File: src/seq_pkg.sv
// package: constants, types and the functional notes of the state sequencer next-state block
// Functional notes
// - the three selectors and the flag register share one address, one shown at a time.
// - view field 00 state1, 01 state2, 10 state3, 11 match flags.
// - state1 selector readable at view 00, writable at view 00 while disarmed.
// - state2 selector readable at view 01, writable at view 01 while disarmed.
// - each selector is a 4-bit field in bits 3..0 choosing the next state.
// - state1 codes 0000/0001/0010: any match to state2, state3, final.
// - state1 codes 0011/0100/0101: only channel 2 to state2, state3, final.
// - state1 codes 0110..1001 pair channels 0,1,2 to state2, state3 or final.
// - state1 codes 1010, 1011 pair channels 1,3; 1100 sends channels 0-2 to state2.
// - reserved codes cause no transition at all.
// - state2 codes 0000/0001/0010: any match to state1, state3, final.
// - state2 codes 0011/0100/0101: only channel 3 to state1, state3, final.
// - state2 codes 0110..1001 pair channels 0,1,2 to state1, state3 or final.
// - state2 codes 1010..1100 pair channels 1,2,3 to state1, state3, final; 1101 sends channels 0,1,3 to final.
// - on simultaneous matches the lowest-numbered channel wins.
// - a match leading to final state beats every other match.
// - pair mapping 00 puts comparator A on channel 0 and B on channel 1.
`default_nettype none
package seq_pkg;
  // register indices; the bus byte address is four times the index
  localparam logic [31:0] ADDR_SHARED = 32'h0000_0027;
  localparam logic [31:0] ADDR_CONTROL = 32'h0000_0020;
  localparam logic [31:0] ADDR_COMPARATOR = 32'h0000_0028;
  localparam int CTRL_ARM_BIT = 7;
  localparam int CTRL_MAP_LO = 2;
  localparam int CTRL_VIEW_LO = 0;
  localparam int CMP_EN_LO = 0;
  localparam logic [3:0] SEL_RESET = 4'h0;
  localparam logic [1:0] VIEW_STATE1 = 2'h0;
  localparam logic [1:0] VIEW_STATE2 = 2'h1;
  localparam logic [1:0] VIEW_STATE3 = 2'h2;
  localparam logic [1:0] VIEW_FLAGS = 2'h3;
  localparam logic [1:0] MAP_PLAIN = 2'h0;
  localparam logic [1:0] RESP_OKAY = 2'h0;
  localparam logic [1:0] RESP_SLVERR = 2'h2;

  typedef enum logic [4:0] {
    ST_IDLE = 5'h01,
    ST_ONE = 5'h02,
    ST_TWO = 5'h04,
    ST_THREE = 5'h08,
    ST_FINAL = 5'h10
  } seq_state_e;

  // decoded outcome of one selector lookup
  typedef struct packed {
    logic go;
    seq_state_e dest;
  } next_dec_s;

  typedef struct packed {
    logic arm;
    logic [1:0] pair_map;
    logic [1:0] view;
  } ctrl_s;
endpackage : seq_pkg
`default_nettype wire

File: src/next_state_decode.sv
// selector-code to next-state decoder for states 1 and 2
`default_nettype none
module next_state_decode
  import seq_pkg::*;
(
  input wire logic in_state2,
  input wire logic [3:0] code,
  input wire logic [3:0] match,
  output logic go,
  output seq_state_e dest
);
  seq_state_e here;
  seq_state_e other;
  logic [3:0] to_other;
  logic [3:0] to_three;
  logic [3:0] to_final;

  // state1 and state2 tables differ only in the single-channel and top codes
  always_comb begin
    other = in_state2 ? ST_ONE : ST_TWO;
    here = in_state2 ? ST_TWO : ST_ONE;
    to_other = 4'h0;
    to_three = 4'h0;
    to_final = 4'h0;
    case (code)
      4'h0: to_other = 4'hF;
      4'h1: to_three = 4'hF;
      4'h2: to_final = 4'hF;
      4'h3: to_other = in_state2 ? 4'h8 : 4'h4;
      4'h4: to_three = in_state2 ? 4'h8 : 4'h4;
      4'h5: to_final = in_state2 ? 4'h8 : 4'h4;
      4'h6: begin
        to_other = 4'h1;
        to_three = 4'h2;
      end
      4'h7: begin
        to_three = 4'h2;
        to_final = 4'h1;
      end
      4'h8: begin
        to_other = 4'h1;
        to_three = 4'h4;
      end
      4'h9: begin
        to_three = 4'h4;
        to_final = 4'h1;
      end
      4'hA: begin
        to_other = 4'h2;
        to_three = 4'h8;
      end
      4'hB: begin
        to_three = 4'h8;
        to_final = 4'h2;
      end
      4'hC: begin
        to_other = in_state2 ? 4'h4 : 4'h7;
        to_final = in_state2 ? 4'h8 : 4'h0;
      end
      4'hD: to_final = in_state2 ? 4'hB : 4'h0;
      default: to_other = 4'h0;
    endcase
    go = 1'b0;
    dest = here;
    // final wins outright, then lowest channel decides
    if ((to_final & match) != 4'h0) begin
      go = 1'b1;
      dest = ST_FINAL;
    end else begin
      for (int i = 3; i >= 0; i--) begin
        if (match[i] && (to_other[i] || to_three[i])) begin
          go = 1'b1;
          dest = to_other[i] ? other : ST_THREE;
        end
      end
    end
  end
endmodule : next_state_decode
`default_nettype wire

File: src/match_sync.sv
// two-flop synchroniser for the raw comparator hit lines
`default_nettype none
module match_sync
  import seq_pkg::*;
(
  input wire logic aclk,
  input wire logic aresetn,
  input wire logic [3:0] raw,
  output logic [3:0] synced
);
  logic [3:0] meta_ff;
  logic [3:0] sync_ff;

  always_ff @(posedge aclk) begin
    if (!aresetn) begin
      meta_ff <= 4'h0;
      sync_ff <= 4'h0;
    end else begin
      meta_ff <= raw;
      sync_ff <= meta_ff;
    end
  end
  assign synced = sync_ff;
endmodule : match_sync
`default_nettype wire

File: src/seq_next_state.sv
// state sequencer next-state block with its axi4-lite register slave
//
// Added by the designer: the AXI4-Lite slave port.
`default_nettype none
module seq_next_state
  import seq_pkg::*;
(
  input wire logic aclk,
  input wire logic aresetn,
  input wire logic [31:0] s_axi_awaddr,
  input wire logic s_axi_awvalid,
  output logic s_axi_awready,
  input wire logic [31:0] s_axi_wdata,
  input wire logic [3:0] s_axi_wstrb,
  input wire logic s_axi_wvalid,
  output logic s_axi_wready,
  output logic [1:0] s_axi_bresp,
  output logic s_axi_bvalid,
  input wire logic s_axi_bready,
  input wire logic [31:0] s_axi_araddr,
  input wire logic s_axi_arvalid,
  output logic s_axi_arready,
  output logic [31:0] s_axi_rdata,
  output logic [1:0] s_axi_rresp,
  output logic s_axi_rvalid,
  input wire logic s_axi_rready,
  input wire logic [3:0] comp_hit,
  output logic [4:0] seq_state,
  output logic final_reached
);
  ctrl_s ctrl_ff;
  logic [3:0] sel1_ff;
  logic [3:0] sel2_ff;
  logic [3:0] sel3_ff;
  logic [3:0] flags_ff;
  logic [3:0] cmp_en_ff;
  seq_state_e state_ff;
  logic final_ff;
  logic [31:0] awaddr_ff;
  logic aw_have_ff;
  logic [31:0] wdata_ff;
  logic w_have_ff;
  logic [3:0] wstrb_ff;
  logic awready_ff;
  logic wready_ff;
  logic arready_ff;
  logic bvalid_ff;
  logic [1:0] bresp_ff;
  logic rvalid_ff;
  logic [31:0] rdata_ff;
  logic [1:0] rresp_ff;
  logic [3:0] hit_sync;
  logic [3:0] match;
  logic do_write;
  logic arm_rise;
  logic dec_go;
  seq_state_e dec_dest;
  logic [3:0] cur_code;

  match_sync match_sync_i (
    .aclk(aclk),
    .aresetn(aresetn),
    .raw(comp_hit),
    .synced(hit_sync)
  );

  // channel 1 passes only with mapping 00; range modes live in the comparators
  always_comb begin
    match = hit_sync & cmp_en_ff;
    if (ctrl_ff.pair_map != MAP_PLAIN) begin
      match[1] = 1'b0;
    end
  end

  // write handshake: address and data taken in either order
  assign do_write = aw_have_ff && w_have_ff && !bvalid_ff;

  always_ff @(posedge aclk) begin
    if (!aresetn) begin
      aw_have_ff <= 1'b0;
      awready_ff <= 1'b1;
      awaddr_ff <= 32'h0000_0000;
    end else if (s_axi_awvalid && !aw_have_ff) begin
      aw_have_ff <= 1'b1;
      awready_ff <= 1'b0;
      awaddr_ff <= s_axi_awaddr;
    end else if (do_write) begin
      aw_have_ff <= 1'b0;
      awready_ff <= 1'b1;
    end
  end

  always_ff @(posedge aclk) begin
    if (!aresetn) begin
      w_have_ff <= 1'b0;
      wready_ff <= 1'b1;
      wdata_ff <= 32'h0000_0000;
      wstrb_ff <= 4'h0;
    end else if (s_axi_wvalid && !w_have_ff) begin
      w_have_ff <= 1'b1;
      wready_ff <= 1'b0;
      wdata_ff <= s_axi_wdata;
      wstrb_ff <= s_axi_wstrb;
    end else if (do_write) begin
      w_have_ff <= 1'b0;
      wready_ff <= 1'b1;
    end
  end

  // readies kept as flops beside the holding bits, no gate after them
  assign s_axi_awready = awready_ff;
  assign s_axi_wready = wready_ff;

  always_ff @(posedge aclk) begin
    if (!aresetn) begin
      bvalid_ff <= 1'b0;
      bresp_ff <= RESP_OKAY;
    end else if (do_write) begin
      bvalid_ff <= 1'b1;
      bresp_ff <= (awaddr_ff[31:2] == ADDR_CONTROL[29:0] || awaddr_ff[31:2] == ADDR_SHARED[29:0]
                   || awaddr_ff[31:2] == ADDR_COMPARATOR[29:0]) ? RESP_OKAY : RESP_SLVERR;
    end else if (s_axi_bready) begin
      bvalid_ff <= 1'b0;
    end
  end

  assign s_axi_bvalid = bvalid_ff;
  assign s_axi_bresp = bresp_ff;

  assign arm_rise = do_write && awaddr_ff[31:2] == ADDR_CONTROL[29:0] && wstrb_ff[0]
                    && wdata_ff[CTRL_ARM_BIT] && !ctrl_ff.arm;

  always_ff @(posedge aclk) begin
    if (!aresetn) begin
      ctrl_ff <= '0;
    end else if (do_write && awaddr_ff[31:2] == ADDR_CONTROL[29:0] && wstrb_ff[0]) begin
      ctrl_ff.arm <= wdata_ff[CTRL_ARM_BIT];
      ctrl_ff.pair_map <= wdata_ff[CTRL_MAP_LO +: 2];
      ctrl_ff.view <= wdata_ff[CTRL_VIEW_LO +: 2];
    end
  end

  // comparator enables only change while disarmed
  always_ff @(posedge aclk) begin
    if (!aresetn) begin
      cmp_en_ff <= 4'h0;
    end else if (do_write && awaddr_ff[31:2] == ADDR_COMPARATOR[29:0] && wstrb_ff[0] && !ctrl_ff.arm) begin
      cmp_en_ff <= wdata_ff[CMP_EN_LO +: 4];
    end
  end

  // shared word: only the selected view's selector accepts data
  always_ff @(posedge aclk) begin
    if (!aresetn) begin
      sel1_ff <= SEL_RESET;
      sel2_ff <= SEL_RESET;
      sel3_ff <= SEL_RESET;
    end else if (do_write && awaddr_ff[31:2] == ADDR_SHARED[29:0] && wstrb_ff[0] && !ctrl_ff.arm) begin
      case (ctrl_ff.view)
        VIEW_STATE1: sel1_ff <= wdata_ff[3:0];
        VIEW_STATE2: sel2_ff <= wdata_ff[3:0];
        VIEW_STATE3: sel3_ff <= wdata_ff[3:0];
        default: sel3_ff <= sel3_ff;
      endcase
    end
  end

  // flags stick until the next arming write
  always_ff @(posedge aclk) begin
    if (!aresetn) begin
      flags_ff <= 4'h0;
    end else if (arm_rise) begin
      flags_ff <= 4'h0;
    end else if (ctrl_ff.arm) begin
      flags_ff <= flags_ff | match;
    end
  end

  // read side; each register sits in the low bits, the selectors and flags sharing one word by view
  always_ff @(posedge aclk) begin
    if (!aresetn) begin
      rvalid_ff <= 1'b0;
      arready_ff <= 1'b1;
      rdata_ff <= 32'h0000_0000;
      rresp_ff <= RESP_OKAY;
    end else if (s_axi_arvalid && !rvalid_ff) begin
      rvalid_ff <= 1'b1;
      arready_ff <= 1'b0;
      rresp_ff <= RESP_OKAY;
      rdata_ff <= 32'h0000_0000;
      if (s_axi_araddr[31:2] == ADDR_CONTROL[29:0]) begin
        rdata_ff <= {24'h00_0000, ctrl_ff.arm, 3'h0, ctrl_ff.pair_map, ctrl_ff.view};
      end else if (s_axi_araddr[31:2] == ADDR_SHARED[29:0]) begin
        case (ctrl_ff.view)
          VIEW_STATE1: rdata_ff <= {28'h000_0000, sel1_ff};
          VIEW_STATE2: rdata_ff <= {28'h000_0000, sel2_ff};
          VIEW_STATE3: rdata_ff <= {28'h000_0000, sel3_ff};
          default: rdata_ff <= {28'h000_0000, flags_ff};
        endcase
      end else if (s_axi_araddr[31:2] == ADDR_COMPARATOR[29:0]) begin
        rdata_ff <= {28'h000_0000, cmp_en_ff};
      end else begin
        rresp_ff <= RESP_SLVERR;
      end
    end else if (s_axi_rready) begin
      rvalid_ff <= 1'b0;
      arready_ff <= 1'b1;
    end
  end

  assign s_axi_arready = arready_ff;
  assign s_axi_rvalid = rvalid_ff;
  assign s_axi_rdata = rdata_ff;
  assign s_axi_rresp = rresp_ff;

  assign cur_code = (state_ff == ST_TWO) ? sel2_ff : sel1_ff;

  next_state_decode next_state_decode_i (
    .in_state2(state_ff == ST_TWO),
    .code(cur_code),
    .match(match),
    .go(dec_go),
    .dest(dec_dest)
  );

  // state 3 onward is handled elsewhere; this block parks there
  always_ff @(posedge aclk) begin
    if (!aresetn) begin
      state_ff <= ST_IDLE;
    end else if (!ctrl_ff.arm) begin
      state_ff <= arm_rise ? ST_ONE : ST_IDLE;
    end else begin
      case (state_ff)
        ST_ONE, ST_TWO: state_ff <= dec_go ? dec_dest : state_ff;
        ST_IDLE: state_ff <= ST_IDLE;
        ST_THREE: state_ff <= ST_THREE;
        ST_FINAL: state_ff <= ST_FINAL;
        default: state_ff <= ST_IDLE;
      endcase
    end
  end

  always_ff @(posedge aclk) begin
    if (!aresetn) begin
      final_ff <= 1'b0;
    end else begin
      final_ff <= ctrl_ff.arm && state_ff == ST_FINAL;
    end
  end

  assign seq_state = state_ff;
  assign final_reached = final_ff;

  a_disarmed_idle: assert property (@(posedge aclk) disable iff (!aresetn)
    !ctrl_ff.arm && !arm_rise |=> state_ff == ST_IDLE)
    else $error("state moved while disarmed");
  a_final_wins: assert property (@(posedge aclk) disable iff (!aresetn)
    ctrl_ff.arm && state_ff == ST_ONE && sel1_ff == 4'h7 && match[0] |=> state_ff == ST_FINAL)
    else $error("final match did not win");
  a_low_chan_first: assert property (@(posedge aclk) disable iff (!aresetn)
    ctrl_ff.arm && state_ff == ST_ONE && sel1_ff == 4'h6 && match[0] && match[1] |=> state_ff == ST_TWO)
    else $error("lower channel lost priority");
  a_reserved_hold: assert property (@(posedge aclk) disable iff (!aresetn)
    ctrl_ff.arm && state_ff == ST_TWO && sel2_ff[3:1] == 3'h7 |=> state_ff == ST_TWO)
    else $error("reserved code moved sequencer");
  a_armed_sel_frozen: assert property (@(posedge aclk) disable iff (!aresetn)
    ctrl_ff.arm ##1 ctrl_ff.arm |-> $stable(sel1_ff) && $stable(sel2_ff))
    else $error("selector changed while armed");
  a_ch2_only: assert property (@(posedge aclk) disable iff (!aresetn)
    ctrl_ff.arm && state_ff == ST_ONE && sel1_ff == 4'h4 && !match[2] |=> state_ff == ST_ONE)
    else $error("non channel 2 match acted");
  a_ch3_state1: assert property (@(posedge aclk) disable iff (!aresetn)
    ctrl_ff.arm && state_ff == ST_TWO && sel2_ff == 4'h3 && match[3] |=> state_ff == ST_ONE)
    else $error("channel 3 did not reach state1");
  a_any_state2: assert property (@(posedge aclk) disable iff (!aresetn)
    ctrl_ff.arm && state_ff == ST_ONE && sel1_ff == 4'h0 && match != 4'h0 |=> state_ff == ST_TWO)
    else $error("any match did not reach state2");
  a_view_read: assert property (@(posedge aclk) disable iff (!aresetn)
    s_axi_arvalid && !rvalid_ff && s_axi_araddr[31:2] == ADDR_SHARED[29:0] && ctrl_ff.view == VIEW_STATE1
    |=> s_axi_rdata[3:0] == $past(sel1_ff))
    else $error("shared read showed wrong view");
endmodule : seq_next_state
`default_nettype wire

File: config.mk
export PLATFORM = sky130hd
export DESIGN_NAME = seq_next_state
export DESIGN_NICKNAME = d
export VERILOG_FILES = /design/src/seq_pkg.sv /design/src/next_state_decode.sv /design/src/match_sync.sv /design/src/seq_next_state.sv
export SDC_FILE = /design/constraint.sdc
export NUM_CORES = 1
export LEC_CHECK = 0
export ABC_AREA = 1
export ABC_CLOCK_PERIOD_IN_PS = 5300
export BUFFER_PORTS_ARGS = -buffer_cell sky130_fd_sc_hd__buf_2
export CAP_MARGIN = 20
export CORE_MARGIN = 2
export CORE_UTILIZATION = 55
export CTS_CLUSTER_DIAMETER = 50
export DETAILED_ROUTE_END_ITERATION = 8
export HOLD_SLACK_MARGIN = 0.12
export PLACE_DENSITY = 0.86
export SLEW_MARGIN = 20
export SYNTH_ARGS = -nofsm -noshare
export SYNTH_HDL_FRONTEND = slang
export SYNTH_HIERARCHICAL = 1
export SYNTH_SLANG_ARGS = --single-unit
File: constraint.sdc
create_clock -name aclk -period 5.3 [get_ports aclk]
set_input_delay 0.265 -clock aclk [delete_from_list [all_inputs] [get_ports aclk]]
set_output_delay 0.265 -clock aclk [all_outputs]
set_load 0.1 [all_outputs]
* Yosys cells after proc, flatten, opt, wreduce, memory -nomap -nowiden
Cells that the tools add are included.
Storage, ports and cells: register bits 123, input bits 111, output and inout bits 47, logic and storage cells 153
Operators by class: equal/unequal tests 26, multiplexer cells 49, bitwise logic cells 4, reductions and logical operators 49
Operators with widths (count):
- $eq 30x6->1 const B | 6
- $mux 32 | 2
- $mux 5 | 11
- $pmux 4 s5 | 2
- $eq 4x4->1 const B | 6
- $pmux 4 s6 | 1
- $logic_and 1x1->1 | 20
- $mux 4 | 5
- $mux 1 | 18
- $eq 4x3->1 const B | 4
- $pmux 5 s3 | 1
- $reduce_or 2->1 | 7
- $mux 2 | 6
- $pmux 4 s3 | 1
- $reduce_bool 2->1 | 5
- $and 4x4->4 | 2
- $eq 4x2->1 const B | 2
- $logic_or 1x1->1 | 6
- $mux 3 | 2
- $reduce_and 2->1 | 3
- $eq 5x2->1 const B | 1
- $eq 5x3->1 const B | 1
- $eq 5x4->1 const B | 1
- $eq 5x5->1 const B | 1
- other kinds (10) | 14

* Longest topological paths before layout
word-level depth 15, depth in mapped cells 19, mapped depth without buffers 19

* Hierarchy
Netlist, hierarchy kept.
Modules (own cells, without submodules):
- seq_next_state | instances 1, cells an instance 600, area an instance 4067.7 sq um
- next_state_decode | instances 1, cells an instance 107, area an instance 490.5 sq um
- match_sync | instances 1, cells an instance 25, area an instance 225.2 sq um

* Worst setup path after synthesis
No wires, ideal clock.
path kind flip-flop to flip-flop, from register state_ff[2] (netlist: seq_state[2]), to register state_ff[1] (netlist: seq_state[1]), data arrival time 3.216 ns, required time 5.179 ns, path slack 1.963 ns, stages on the path, launching flop included 16, period minus slack after synthesis 3.337 ns, path through dfxtp_1 -> nand4_2 -> o21ai_0 -> inv_2 -> nand2_1 -> o21ai_0 -> nand2_1 -> nand3_1 -> nor2_2 -> nand2_1 -> inv_1 -> nand3_1 -> nor2_4 -> nand2_1 -> nand2_1 -> a21oi_1
RTL lines:
- start, declared | line seq_next_state.sv:37 | seq_state_e state_ff;
- start signal, assigned | line seq_next_state.sv:231 | state_ff <= arm_rise ? ST_ONE : ST_IDLE;
- start signal, assigned | line seq_next_state.sv:234 | ST_ONE, ST_TWO: state_ff <= dec_go ? dec_dest : state_ff;
- $eq 5x3->1 (*) | line seq_next_state.sv:216 | assign cur_code = (state_ff == ST_TWO) ? sel2_ff : sel1_ff;
- $mux 4 (*) | line seq_next_state.sv:216
- via cur_code[3] | line seq_next_state.sv:58 | logic [3:0] cur_code;
- $eq 4x3->1 / $eq 4x4->1 (equally long branches) | line next_state_decode.sv:25 | case (code)
- $reduce_or 2->1 (no source line)
- $pmux 4 s5 | line next_state_decode.sv:25
- $logic_or 1x1->1 | line next_state_decode.sv:71 | if (match[i] && (to_other[i] || to_three[i])) begin
- $logic_and 1x1->1 | line next_state_decode.sv:71
- $mux 1 (4 in series) | line next_state_decode.sv:71
- $mux 1 (*) | line next_state_decode.sv:66 | if ((to_final & match) != 4'h0) begin
- via dec_go | line seq_next_state.sv:56 | logic dec_go;
- $ne 3x3->1 (no source line) (*)
The timed path passes the listed nets; every way through them passes the cells marked *. The select of a mux whose other input is x is not followed. A chain may end at the register's enable or synchronous reset.

* Final worst setup path
from register state_ff[0] (netlist: seq_state[0]), to register state_ff[1] (netlist: seq_state[1])
The elaborated chain is that of the path after synthesis.

==> results.sh <==
export IMPL_outcome="finished clean"
export IMPL_dieArea_um2=9460
export IMPL_drt_wl_total_mm=10.3
export IMPL_synth_fa_ha_area_share_pct=0
export IMPL_worstPathRequired_ps=5550
export IMPL_synth_top_family_by_area="simple AND/OR/NAND/NOR gates"
export IMPL_finalSetupViolations=0
export IMPL_grt_pass1_vias=4026
export IMPL_most_common_layout_cells="nand2_1, nor2_1, inv_1, buf_2, dfxtp_1"
export IMPL_vias_per_cell=4.84
export IMPL_cts_inserted_buffers=9
export IMPL_dr_pass1_iters=4
export IMPL_holdWs_ps=121
export IMPL_max_freq_mhz=339
export IMPL_die_y_um=97.3
export IMPL_grt_pass1_wl_mm=17.3
export IMPL_async_reset_ff_share_pct=0
export IMPL_drt_iter0_drc=262
export IMPL_critPathKind="flip-flop to flip-flop"
export IMPL_syn2layout_area_growth_pct=14.2
export IMPL_synthMuxAreaShare_pct=0
export IMPL_rsz0062_at_grt="no"
export IMPL_cts_tree="built"
export IMPL_ant_nets=0
export IMPL_fill_cells=825
export IMPL_period_needed_ps=2950
export IMPL_tns_ps=0
export IMPL_vdd_drop_max_mv=0.159
export IMPL_syn_area_um2=4780
export IMPL_synth_compound_area_share_pct=11.6
export IMPL_io_pins=158
export IMPL_synth_cell_types=33
export IMPL_die_w_um=97.3
export IMPL_antenna_cells=0
export IMPL_row_count=34
export IMPL_skew_ps=20.7
export IMPL_cts_root_buf="clkbuf_8"
export IMPL_synth_top_flop_cell="dfxtp_1"
export IMPL_synth_cells=732
export IMPL_powerDensity_nw_per_um2=261
export IMPL_max_slew_margin_pct=45.1
export IMPL_core_area_um2=8590
export IMPL_worst_slew_pin_slew_ps=815
export IMPL_fin_crit_sh_pct=55.7
export IMPL_drv_cap=0
export IMPL_initial_utilization_pct=55.7
export IMPL_layout_nets=936
export IMPL_drive_gt1_share_pct=18.8
export IMPL_synth_edf_count=0
export IMPL_critPathLaunchType="flip-flop"
export IMPL_synth_seq_cells=89
export IMPL_htreeDepth=3
export IMPL_post_drt_wl_per_cell_um=10.9
export IMPL_crit_arrival_ps=3210
export IMPL_antenna_found_initial=0
export IMPL_path_max_fanout=10
export IMPL_cts_resized_gates=0
export IMPL_synth_yosys_seq_area_share_pct=37.2
export IMPL_total_power_mw=1.43
export IMPL_final_common_cell="nand2_1"
export IMPL_clock_latency_ps=370
export IMPL_maxSlewViolCount=0
export IMPL_yosys_area_share_simple_pct=35.8
export IMPL_ys_warnings_count=6
export IMPL_drc=0
export IMPL_hp_class="input port to flip-flop"
export IMPL_grt_max_degree=73
export IMPL_grt_overflow_total=0
export IMPL_avgSynthCellArea_um2=6.53
export IMPL_cts_sinks=89
export IMPL_synth_xor_xnor_area_share_pct=0
export IMPL_portBuffers=94
export IMPL_routabilityCongestion=0.904
export IMPL_p_leak_nw=2.75
export IMPL_dp_hpwl_mm=7.57
export IMPL_track_usage_pct=21.7
export IMPL_via_count=4544
export IMPL_path_clk_slew_ps=110
export IMPL_hold_viol=0
export IMPL_critPathCaptureType="flip-flop"
export IMPL_cts_path_max_buffers=2
synthesized netlist by cell type (4+ instances only):
library cell / n / area share (%)
a21oi_1: 47 / 4.9
buf_4: 33 / 5.2
clkbuf_1: 14 / 1.1
dfxtp_1: 89 / 37
inv_1: 97 / 7.6
inv_2: 10 / 0.78
nand2_1: 153 / 12
nand2_2: 5 / 0.65
nand3_1: 48 / 5.0
nand4_1: 15 / 2.0
nor2_1: 117 / 9.2
nor2_2: 12 / 1.6
nor2_4: 5 / 1.2
nor3_1: 4 / 0.42
o21ai_0: 45 / 4.7
o21ai_1: 7 / 0.73
o21bai_1: 4 / 0.63
per-layer routing:
layer | GRT usage (%) | vias to the layer above | routed length, um
li1 | - | 2413 | -
met3 | 5.97 | 16 | 742
met5 | 0 | - | 0
met4 | 6.41 | 0 | 171
met1 | 27.2 | 1973 | 4520
met2 | 36.7 | 142 | 4830
flip-flops by register name (all words and copies together) (netlist names), 4 cells and up:
register,cells
sel3_ff,4
match_sync_i/synced,4
sel2_ff,4
seq_state,5
awaddr_ff,30
s_axi_rdata,5
wdata_ff,5
sel1_ff,4
flags_ff,4
cmp_en_ff,4
ctrl_ff,5
match_sync_i/meta_ff,4
logic make-up after synthesis:
logic type	Yosys count
and+or+nand+nor	375
buffers and inverters	159
AOI/OAI and AO/OA	107
DFF	89
other	2
metrics by stage:
stage	util, %	cells	area [um2]	setup slack, ps
final	63.6	938	5460	2350
after global routing	63.6	938	5460	2060
after CTS	63.6	938	5460	2370
after detailed placement	60.5	915	5200	2380
after global placement	60.5	915	5200	2410
after floorplan	-	760	4890	1960
final timing paths:
| check | endpoint | slack (ps) | from | depth (start not counted) |
|---|---|---|---|---|
| min | aw_have_ff | 120 | s_axi_awvalid | 3 |
| max reg2reg | seq_state[1] | 2350 | seq_state[0] | 16 |
| min reg2reg | match_sync_i/synced[3] | 420 | match_sync_i/meta_ff[3] | 2 |
| max | seq_state[1] | 2350 | seq_state[0] | 16 |
report_power, final:
group          leakage [nW]  switching (mW)  internal [mW]
Sequential            0.729          0.0162          0.700
Combinational          1.93           0.198         0.0556
Clock                0.0937           0.272          0.185
Total                  2.75           0.486          0.940
layout make-up:
type | instances | area, um2 | area share (%)
timing repair buffer | 103 | 556 | 10.2
inverter | 110 | 413 | 7.56
tap | 108 | 135 | 2.47
clock inverter | 7 | 68.8 | 1.26
multi-input combinational | 512 | 2380 | 43.6
clock buffer | 9 | 124 | 2.27
sequential | 89 | 1780 | 32.6
critical path, cell delays in order, from the launching register on:
cell	delay, ps
dfxtp_1	350
nor2_2	160
nand4_2	260
o21ai_0	750
inv_2	140
nand2_1	120
o21ai_0	100
nand2_1	70
nand3_1	90
nor2_2	190
nand2_1	70
inv_1	70
nand3_1	120
nor2_4	180
nand2_1	80
nand2_1	60
a21oi_1	50
what timing repair did:
action,4_1_cts,5_1_grt
hold buffers,7,0
buffers inserted,0,0
endpoints found under the hold margin,7,0
Power figures use the tool's default switching activity.
